===== src/itu_pkg.sv =====
package itu_pkg;
  // ---------------------------------------------
  // Register indices (byte address = index * 4)
  // ---------------------------------------------
  localparam logic [7:0] IDX_PRESCALE = 8'hF9;
  localparam logic [7:0] IDX_MT_LATCH = 8'hFA;
  localparam logic [7:0] IDX_T1_LATCH = 8'hFB;
  localparam logic [7:0] IDX_T2_LATCH = 8'hFC;
  localparam logic [7:0] IDX_INT_EN = 8'hFD;
  localparam logic [7:0] IDX_INT_CTRL = 8'hFE;
  localparam logic [7:0] IDX_TMR_CTRL = 8'hFF;
  localparam int IDX_LSB = 2;
  localparam int MIN_ADDR_W = 10;
  // ---------------------------------------------
  // Fields, sources and reset values
  // ---------------------------------------------
  localparam int TC_MODE_LSB = 2;
  localparam int TC_STOP_BIT = 5;
  localparam int FLAG_I_BIT = 2;
  localparam int FLAG_B_BIT = 4;
  localparam int NSRC = 5;
  localparam logic [2:0] SRC_EVT = 3'h0;
  localparam logic [2:0] SRC_MT = 3'h1;
  localparam logic [2:0] SRC_T1 = 3'h2;
  localparam logic [2:0] SRC_T2 = 3'h3;
  localparam logic [2:0] SRC_EXT = 3'h4;
  localparam logic [15:0] VEC_RESET = 16'h1FFE;
  localparam logic [15:0] VEC_EVT = 16'h1FFC;
  localparam logic [15:0] VEC_MT = 16'h1FFA;
  localparam logic [15:0] VEC_T1 = 16'h1FF8;
  localparam logic [15:0] VEC_T2 = 16'h1FF6;
  localparam logic [15:0] VEC_EXT = 16'h1FF4;
  localparam logic [7:0] LATCH_RST = 8'hFF;
  localparam logic [7:0] TC_RST = 8'h00;
  localparam logic [7:0] SP_RST = 8'hFF;
  localparam logic [3:0] MT_DIV_LAST = 4'hF;
  // ---------------------------------------------
  // Types
  // ---------------------------------------------
  typedef enum logic [1:0] {
    MT_TIMER = 2'b00,
    MT_PULSE = 2'b01,
    MT_EVENT = 2'b10,
    MT_WIDTH = 2'b11
  } mt_mode_t;
  typedef enum logic [2:0] {
    ST_IDLE = 3'b000,
    ST_PUSH_H = 3'b001,
    ST_PUSH_L = 3'b010,
    ST_PUSH_P = 3'b011,
    ST_VEC = 3'b100,
    ST_PULL_P = 3'b101,
    ST_PULL_L = 3'b110,
    ST_PULL_H = 3'b111
  } seq_t;
  typedef struct packed {
    logic boundary;
    logic break_instruction;
    logic set_mask_instruction;
    logic clear_mask_instruction;
    logic return_from_irq_instruction;
  } core_cmd_t;
  typedef struct packed {
    logic we;
    logic re;
    logic [7:0] addr;
    logic [7:0] wdata;
  } stack_op_t;
endpackage


===== src/interrupt_and_timer_unit.sv =====
`timescale 1ns/1ps
`default_nettype none
module interrupt_and_timer_unit #(
  parameter int ADDR_W = 12
) (
  input wire logic pclk,
  input wire logic presetn,
  input wire logic psel,
  input wire logic penable,
  input wire logic pwrite,
  input wire logic [ADDR_W-1:0] paddr,
  input wire logic [31:0] pwdata,
  output logic [31:0] prdata,
  output logic pready,
  output logic pslverr,
  input wire itu_pkg::core_cmd_t core_cmd,
  input wire logic [15:0] pc_in,
  input wire logic [7:0] flags_in,
  input wire logic sp_load,
  input wire logic [7:0] sp_wdata,
  input wire logic [7:0] stack_rdata,
  output itu_pkg::stack_op_t stack_op,
  output logic [7:0] stack_pointer,
  output logic mask_flag,
  output logic busy,
  output logic entry_done,
  output logic [15:0] vector_addr,
  output logic return_done,
  output logic [15:0] return_pc,
  output logic [7:0] return_flags,
  input wire logic timer_event_pin_in,
  output logic timer_event_pin_out,
  output logic timer_event_pin_oe,
  input wire logic ext_irq_n
);
  if (ADDR_W < itu_pkg::MIN_ADDR_W) begin : g_bad_addr
    $error("ADDR_W too small for the register map");
  end

  // ---------------------------------------------
  // Helpers
  // ---------------------------------------------
  function automatic logic [7:0] tdec(input logic [7:0] cnt, input logic [7:0] lat);
    tdec = (cnt == 8'h00) ? lat : cnt - 8'h01;
  endfunction

  function automatic logic [2:0] first_src(input logic [4:0] p);
    first_src = itu_pkg::SRC_EXT;
    for (int k = itu_pkg::NSRC - 1; k >= 0; k--) begin
      if (p[k]) begin
        first_src = 3'(k);
      end
    end
  endfunction

  function automatic logic [15:0] vec_of(input logic [2:0] s);
    unique case (s)
      itu_pkg::SRC_EVT: vec_of = itu_pkg::VEC_EVT;
      itu_pkg::SRC_MT: vec_of = itu_pkg::VEC_MT;
      itu_pkg::SRC_T1: vec_of = itu_pkg::VEC_T1;
      itu_pkg::SRC_T2: vec_of = itu_pkg::VEC_T2;
      default: vec_of = itu_pkg::VEC_EXT;
    endcase
  endfunction

  // ---------------------------------------------
  // APB slave
  // ---------------------------------------------
  logic [7:0] idx;
  logic hit;
  logic wr;
  logic [7:0] rd_val;
  logic [4:0] req;
  logic [4:0] en;
  logic [7:0] tmr_ctrl;
  logic [7:0] pre_latch, mt_latch, t1_latch, t2_latch;
  logic [7:0] mt_cnt, t1_cnt, t2_cnt;

  assign idx = paddr[itu_pkg::IDX_LSB +: 8];
  assign hit = (paddr[1:0] == 2'b00) && (paddr >> (itu_pkg::IDX_LSB + 8)) == '0
    && idx >= itu_pkg::IDX_PRESCALE;
  assign pready = psel & penable;
  assign pslverr = pready & ~hit;
  assign wr = pready & pwrite & hit;

  // MT, T1 and T2 latch reads show live counts so software can watch the timers
  always_comb begin
    unique case (idx)
      itu_pkg::IDX_PRESCALE: rd_val = pre_latch;
      itu_pkg::IDX_MT_LATCH: rd_val = mt_cnt;
      itu_pkg::IDX_T1_LATCH: rd_val = t1_cnt;
      itu_pkg::IDX_T2_LATCH: rd_val = t2_cnt;
      itu_pkg::IDX_INT_EN: rd_val = {3'h0, en};
      itu_pkg::IDX_INT_CTRL: rd_val = {3'h0, req};
      itu_pkg::IDX_TMR_CTRL: rd_val = tmr_ctrl;
      default: rd_val = 8'h00;
    endcase
  end

  // Read data captured in setup so it comes from a flop at the access edge
  always_ff @(posedge pclk or negedge presetn) begin
    if (!presetn) begin
      prdata <= 32'h00000000;
    end else if (psel && !penable) begin
      prdata <= hit ? {24'h000000, rd_val} : 32'h00000000;
    end
  end

  // Latches: zero is not a legal reload, software keeps them nonzero
  always_ff @(posedge pclk or negedge presetn) begin
    if (!presetn) begin
      pre_latch <= itu_pkg::LATCH_RST;
      mt_latch <= itu_pkg::LATCH_RST;
      t1_latch <= itu_pkg::LATCH_RST;
      t2_latch <= itu_pkg::LATCH_RST;
      en <= 5'h00;
      tmr_ctrl <= itu_pkg::TC_RST;
    end else if (wr) begin
      unique case (idx)
        itu_pkg::IDX_PRESCALE: pre_latch <= pwdata[7:0];
        itu_pkg::IDX_MT_LATCH: mt_latch <= pwdata[7:0];
        itu_pkg::IDX_T1_LATCH: t1_latch <= pwdata[7:0];
        itu_pkg::IDX_T2_LATCH: t2_latch <= pwdata[7:0];
        itu_pkg::IDX_INT_EN: en <= pwdata[4:0];
        itu_pkg::IDX_TMR_CTRL: tmr_ctrl <= pwdata[7:0];
        default: ;
      endcase
    end
  end

  // ---------------------------------------------
  // Timers
  // ---------------------------------------------
  itu_pkg::mt_mode_t mt_mode;
  logic [8:0] pre_cnt;
  logic [3:0] div_cnt;
  logic pre_tick, div_tick, mt_tick, mt_zero;
  logic pin_q, pin_rise, pin_fall, ext_q, ext_fall;

  assign mt_mode = itu_pkg::mt_mode_t'(tmr_ctrl[itu_pkg::TC_MODE_LSB +: 2]);
  assign pre_tick = pre_cnt == ({1'b0, pre_latch} + 9'h001);
  assign div_tick = div_cnt == itu_pkg::MT_DIV_LAST;
  assign pin_rise = timer_event_pin_in & ~pin_q;
  assign pin_fall = ~timer_event_pin_in & pin_q;
  assign ext_fall = ~ext_irq_n & ext_q;
  assign mt_zero = mt_tick && mt_cnt == 8'h00;
  assign timer_event_pin_oe = mt_mode == itu_pkg::MT_PULSE;

  always_comb begin
    unique case (mt_mode)
      itu_pkg::MT_TIMER: mt_tick = div_tick;
      itu_pkg::MT_PULSE: mt_tick = div_tick;
      itu_pkg::MT_EVENT: mt_tick = pin_rise;
      itu_pkg::MT_WIDTH: mt_tick = div_tick & ~timer_event_pin_in;
    endcase
    if (tmr_ctrl[itu_pkg::TC_STOP_BIT]) begin
      mt_tick = 1'b0;
    end
  end

  always_ff @(posedge pclk or negedge presetn) begin
    if (!presetn) begin
      pin_q <= 1'b1;
      ext_q <= 1'b1;
    end else begin
      pin_q <= timer_event_pin_in;
      ext_q <= ext_irq_n;
    end
  end

  // Prescaler walks 0..n+1, giving one pulse every n+2 clocks
  always_ff @(posedge pclk or negedge presetn) begin
    if (!presetn) begin
      pre_cnt <= 9'h000;
      div_cnt <= 4'h0;
    end else begin
      pre_cnt <= pre_tick ? 9'h000 : pre_cnt + 9'h001;
      div_cnt <= div_cnt + 4'h1;
    end
  end

  // Reload happens on the pulse after the zero count
  always_ff @(posedge pclk or negedge presetn) begin
    if (!presetn) begin
      mt_cnt <= itu_pkg::LATCH_RST;
      t1_cnt <= itu_pkg::LATCH_RST;
      t2_cnt <= itu_pkg::LATCH_RST;
    end else begin
      if (mt_tick) begin
        mt_cnt <= tdec(mt_cnt, mt_latch);
      end
      if (pre_tick) begin
        t1_cnt <= tdec(t1_cnt, t1_latch);
        t2_cnt <= tdec(t2_cnt, t2_latch);
      end
    end
  end

  always_ff @(posedge pclk or negedge presetn) begin
    if (!presetn) begin
      timer_event_pin_out <= 1'b0;
    end else if (mt_zero && mt_mode == itu_pkg::MT_PULSE) begin
      timer_event_pin_out <= ~timer_event_pin_out;
    end
  end

  // ---------------------------------------------
  // Requests and entry sequencer
  // ---------------------------------------------
  itu_pkg::seq_t state;
  logic [7:0] sp;
  logic reset_pend;
  logic cur_brk;
  logic [4:0] pend, set_vec, keep;
  logic take_rst, take_brk, take_irq, take_rti;
  logic [2:0] win;

  assign pend = req & en & {5{~mask_flag}};
  assign win = first_src(pend);
  assign take_rst = state == itu_pkg::ST_IDLE && core_cmd.boundary && reset_pend;
  assign take_brk = state == itu_pkg::ST_IDLE && !take_rst && core_cmd.break_instruction;
  assign take_irq = state == itu_pkg::ST_IDLE && !take_rst && !core_cmd.break_instruction
    && core_cmd.boundary && |pend;
  assign take_rti = state == itu_pkg::ST_IDLE && !take_rst && !core_cmd.break_instruction
    && !take_irq && core_cmd.return_from_irq_instruction;
  assign busy = state != itu_pkg::ST_IDLE;
  assign entry_done = state == itu_pkg::ST_VEC;
  assign stack_pointer = stack_op.addr;

  always_comb begin
    set_vec = 5'h00;
    set_vec[itu_pkg::SRC_EVT] = pin_fall;
    set_vec[itu_pkg::SRC_EXT] = ext_fall;
    set_vec[itu_pkg::SRC_MT] = mt_zero;
    set_vec[itu_pkg::SRC_T1] = pre_tick && t1_cnt == 8'h00;
    set_vec[itu_pkg::SRC_T2] = pre_tick && t2_cnt == 8'h00;
    keep = (wr && idx == itu_pkg::IDX_INT_CTRL) ? pwdata[4:0] : 5'h1F;
    if (take_irq) begin
      keep[win] = 1'b0;
    end
  end

  // A new event wins over a clear in the same cycle
  always_ff @(posedge pclk or negedge presetn) begin
    if (!presetn) begin
      req <= 5'h00;
    end else begin
      req <= (req & keep) | set_vec;
    end
  end

  always_ff @(posedge pclk or negedge presetn) begin
    if (!presetn) begin
      state <= itu_pkg::ST_IDLE;
    end else begin
      unique case (state)
        itu_pkg::ST_IDLE: begin
          if (take_rst) begin
            state <= itu_pkg::ST_VEC;
          end else if (take_brk || take_irq) begin
            state <= itu_pkg::ST_PUSH_H;
          end else if (take_rti) begin
            state <= itu_pkg::ST_PULL_P;
          end
        end
        itu_pkg::ST_PUSH_H: state <= itu_pkg::ST_PUSH_L;
        itu_pkg::ST_PUSH_L: state <= itu_pkg::ST_PUSH_P;
        itu_pkg::ST_PUSH_P: state <= itu_pkg::ST_VEC;
        itu_pkg::ST_VEC: state <= itu_pkg::ST_IDLE;
        itu_pkg::ST_PULL_P: state <= itu_pkg::ST_PULL_L;
        itu_pkg::ST_PULL_L: state <= itu_pkg::ST_PULL_H;
        itu_pkg::ST_PULL_H: state <= itu_pkg::ST_IDLE;
      endcase
    end
  end

  always_ff @(posedge pclk or negedge presetn) begin
    if (!presetn) begin
      reset_pend <= 1'b1;
      cur_brk <= 1'b0;
      vector_addr <= 16'h0000;
    end else if (take_rst) begin
      reset_pend <= 1'b0;
      cur_brk <= 1'b0;
      vector_addr <= itu_pkg::VEC_RESET;
    end else if (take_brk) begin
      cur_brk <= 1'b1;
      vector_addr <= itu_pkg::VEC_EXT;
    end else if (take_irq) begin
      cur_brk <= 1'b0;
      vector_addr <= vec_of(win);
    end
  end

  // Stack port: pushes use SP then decrement, pulls pre-increment
  always_comb begin
    stack_op.we = state inside {itu_pkg::ST_PUSH_H, itu_pkg::ST_PUSH_L,
      itu_pkg::ST_PUSH_P};
    stack_op.re = state inside {itu_pkg::ST_PULL_P, itu_pkg::ST_PULL_L,
      itu_pkg::ST_PULL_H};
    stack_op.addr = stack_op.re ? sp + 8'h01 : sp;
    stack_op.wdata = flags_in;
    stack_op.wdata[itu_pkg::FLAG_B_BIT] = cur_brk;
    // Mask flag lives here, so the saved copy must come from here too
    stack_op.wdata[itu_pkg::FLAG_I_BIT] = mask_flag;
    if (state == itu_pkg::ST_PUSH_H) begin
      stack_op.wdata = pc_in[15:8];
    end else if (state == itu_pkg::ST_PUSH_L) begin
      stack_op.wdata = pc_in[7:0];
    end
  end

  always_ff @(posedge pclk or negedge presetn) begin
    if (!presetn) begin
      sp <= itu_pkg::SP_RST;
    end else if (stack_op.we) begin
      sp <= sp - 8'h01;
    end else if (stack_op.re) begin
      sp <= sp + 8'h01;
    end else if (sp_load) begin
      sp <= sp_wdata;
    end
  end

  always_ff @(posedge pclk or negedge presetn) begin
    if (!presetn) begin
      return_flags <= 8'h00;
      return_pc <= 16'h0000;
      return_done <= 1'b0;
    end else begin
      return_done <= state == itu_pkg::ST_PULL_H;
      unique case (state)
        itu_pkg::ST_PULL_P: return_flags <= stack_rdata;
        itu_pkg::ST_PULL_L: return_pc[7:0] <= stack_rdata;
        itu_pkg::ST_PULL_H: return_pc[15:8] <= stack_rdata;
        default: ;
      endcase
    end
  end

  // Mask starts set so no interrupt request is taken before software is ready
  always_ff @(posedge pclk or negedge presetn) begin
    if (!presetn) begin
      mask_flag <= 1'b1;
    end else if (state == itu_pkg::ST_VEC) begin
      mask_flag <= 1'b1;
    end else if (state == itu_pkg::ST_PULL_P) begin
      mask_flag <= stack_rdata[itu_pkg::FLAG_I_BIT];
    end else if (core_cmd.set_mask_instruction) begin
      mask_flag <= 1'b1;
    end else if (core_cmd.clear_mask_instruction) begin
      mask_flag <= 1'b0;
    end
  end
endmodule
`default_nettype wire


===== config.mk =====
export PLATFORM = sky130hd
export DESIGN_NAME = interrupt_and_timer_unit
export DESIGN_NICKNAME = d
export VERILOG_FILES = /design/src/itu_pkg.sv /design/src/interrupt_and_timer_unit.sv
export SDC_FILE = /design/constraint.sdc
export NUM_CORES = 1
export LEC_CHECK = 0
export BUFFER_PORTS_ARGS = -buffer_cell sky130_fd_sc_hd__buf_2
export CAP_MARGIN = 20
export CORE_ASPECT_RATIO = 1.1
export CORE_MARGIN = 2
export CORE_UTILIZATION = 54
export CTS_CLUSTER_SIZE = 24
export DETAILED_ROUTE_END_ITERATION = 6
export MAX_ROUTING_LAYER = met4
export PLACE_DENSITY = 0.77
export SLEW_MARGIN = 20
export SYNTH_ARGS = -nofsm -noshare
export SYNTH_HDL_FRONTEND = slang
export SYNTH_SLANG_ARGS = --single-unit

===== constraint.sdc =====
create_clock -name pclk -period 3.15 [get_ports pclk]
set_input_delay 0.315 -clock pclk [delete_from_list [all_inputs] [get_ports pclk]]
set_output_delay 0.315 -clock pclk [all_outputs]
set_load 0.01 [all_outputs]

==> results.ini <==
[sta]
post-route-min-period_ns = 2.85
maxSlewViolCount = 0
finalHoldViolations = 0
rsz0062_at_grt = no
fmax_mhz = 351
whs_ns = 0.00874
finalSetupTns_ns = 0
timing.slew.headroom = 0.590
post-route-period-util = 0.904
tightest_slew_ns = 0.600
setup_viol = 0
skew_ns = 0.0148

[power]
p_total_mw = 7.24
ir_drop_mv = 0.568
power.leakage_nw = 4.11
cellPowerDensity_nw_per_um2 = 787

[setup_path]
worstPathArrival_ns = 2.53
cp-end-kind = output port
worstSetupStartpointType = flip-flop
crit_fanout = 9
crit_required_ns = 2.83
worstSetupPathType = reg2out

[clock_tree]
cts_buffers = 17
cts.clk_slew.worst_paths_ns = 0.06
clk_path_buf_depth = 2
cts_tree = built
ctsResizeCount = 0
cts-root-buf = clkbuf_16
cts_sinks = 141
clk_latency_ns = 0.43
htreeDepth = 4

[synthesis]
yosysMostFrequentCell = mux2_2
synth_edf_count = 0
yosysTopAreaCell = dfrtp_1
ys_ff_latch = 141
synthArstFlopShare = 1.00
synthCells = 798
synth_top_area_frac = 0.231
synth_area_um2 = 7920
yosysSeqAreaShare = 0.456
yosysWarningCount = 0
synthFlopType = dfrtp_1
synth_area_per_cell_um2 = 9.93
synth_area_leaders = dfrtp_1, dfstp_2, mux2_2
ys_types = 64
ys_top_cells_by_count = mux2_2, dfrtp_1, dfstp_2

[placement]
io_buffers = 148
dp_hpwl_um = 14000
gp_congestion = 0.917

[detailed_routing]
wire_per_inst_um = 17.2
vias = 6491
firstDrtPassIters = 5
wl_um = 19500
dr.first_iter.drc_count = 544
ant_nets = 0
drc_errors = 0
vias_per_cell = 5.73

[die]
die-height_um = 131
pin_count = 203
initial_core_util = 0.551
core_region_area_um2 = 14400
dieArea_um2 = 15700
die_w_um = 119
rows = 46

[final_layout]
largestRegisters = return_pc x16, pre_cnt x9
drive_above_1_share = 0.365
largest_register = return_pc
largest_reg_flops = 16
fin_util = 0.639
nNetsFinal = 1037
syn_to_final_growth_pct = 16.2

[global_routing]
globalRoute.totalOverflow = 0
grt.total_usage = 0.255
grt_pass1_wl_um = 30100
grt_max_degree = 62
antenna_found_initial = 0
grt_pass1_vias = 5884

[min_path]
hold_path_class = in2reg

[status]
status = complete, no violations

[job]
cap_violations = 0

## report_power, final
part           switching [mW]  leakage [nW]  internal, mW
registers               0.386          1.61          2.30
clock network           0.781         0.254          1.05
logic                    1.53          2.24          1.19
total                    2.70          4.11          4.54
## per-layer routing
layer / GRT usage / part of all wire / up-vias
met5: - / 0 / -
met3: 0.0495 / 0.059 / 38
met2: 0.427 / 0.50 / 270
li1: - / - / 3047
met1: 0.309 / 0.42 / 3136
met4: 0.101 / 0.026 / 0
## final cells by class
| class | count | area [um^2] |
|---|---|---|
| Antenna cell | 1 | 2.50 |
| Clock buffer | 19 | 453 |
| Clock inverter | 13 | 91.3 |
| Fill cell | 1167 | 5190 |
| Inverter | 33 | 124 |
| Multi-Input combinational cell | 572 | 3810 |
| Sequential cell | 141 | 3610 |
| Tap cell | 192 | 240 |
| Timing Repair Buffer | 162 | 870 |
## kinds of logic (layout without fill, tap and decap cells)
kind of cell | count (synthesis) | count (layout) | synth area share
simple gates | 229 | 229 | 0.146
compound gates | 191 | 191 | 0.152
flops | 141 | 141 | 0.456
buf+inv | 112 | 227 | 0.0760
mux | 84 | 84 | 0.119
xor+xnor | 27 | 27 | 0.0299
fa+ha+maj | 13 | 13 | 0.0205
other cells | 1 | 29 | 0.000473
## timing repair
item,CTS,global route
setup endpoints to repair,0,0
hold endpoints to repair,37,0
buffers inserted,0,0
hold buffers,2,0
## placed cells by master (no fill, tap or decap), types with 13 or more instances in the layout
cell       count
nor2_1        54
dfrtp_1       73
ha_1          13
nand3_1       26
nor2b_1       18
mux2_2        75
buf_2        147
nor3_1        18
o21ai_0       47
a21oi_1       54
conb_1        28
dfstp_2       68
nand2_1       53
a22oi_1       13
clkbuf_16     17
xnor2_1       19
inv_1         32
## path summary, 6_finish.rpt
check,slack (ns),start,cells past startpoint,to
setup / recovery,0.30,state[0],8,stack_pointer[3]
hold / removal,0.009,timer_event_pin_in,1,pin_q
setup reg to reg,0.38,pre_latch[0],8,t2_cnt[4]
hold reg to reg,0.47,div_cnt[0],1,div_cnt[0]
max in group asynchronous,1.95,presetn,3,sp[0]
min in group asynchronous,0.43,presetn,2,pre_cnt[2]
## stage by stage
| stage | instances | area [um^2] | setup WS, ns |
|---|---|---|---|
| finish | 1133 | 9200 | 0.303 |
| detailed placement | 1098 | 8630 | 0.422 |
| CTS | 1132 | 9200 | 0.287 |
| global route | 1132 | 9200 | 0.132 |
| floorplan | 825 | 8020 | 0.701 |
| global placement | 1098 | 8630 | 0.470 |
## critical path, stage by stage, from the launching register on
cell	delay [ns]
dfrtp_1	0.38
inv_1	0.10
ha_1	0.22
or3_1	0.45
nand2_1	0.18
clkinv_1	0.24
nand4_1	0.18
xnor2_1	0.17
buf_2	0.18
No activity file was read; power rests on OpenSTA's default activity.
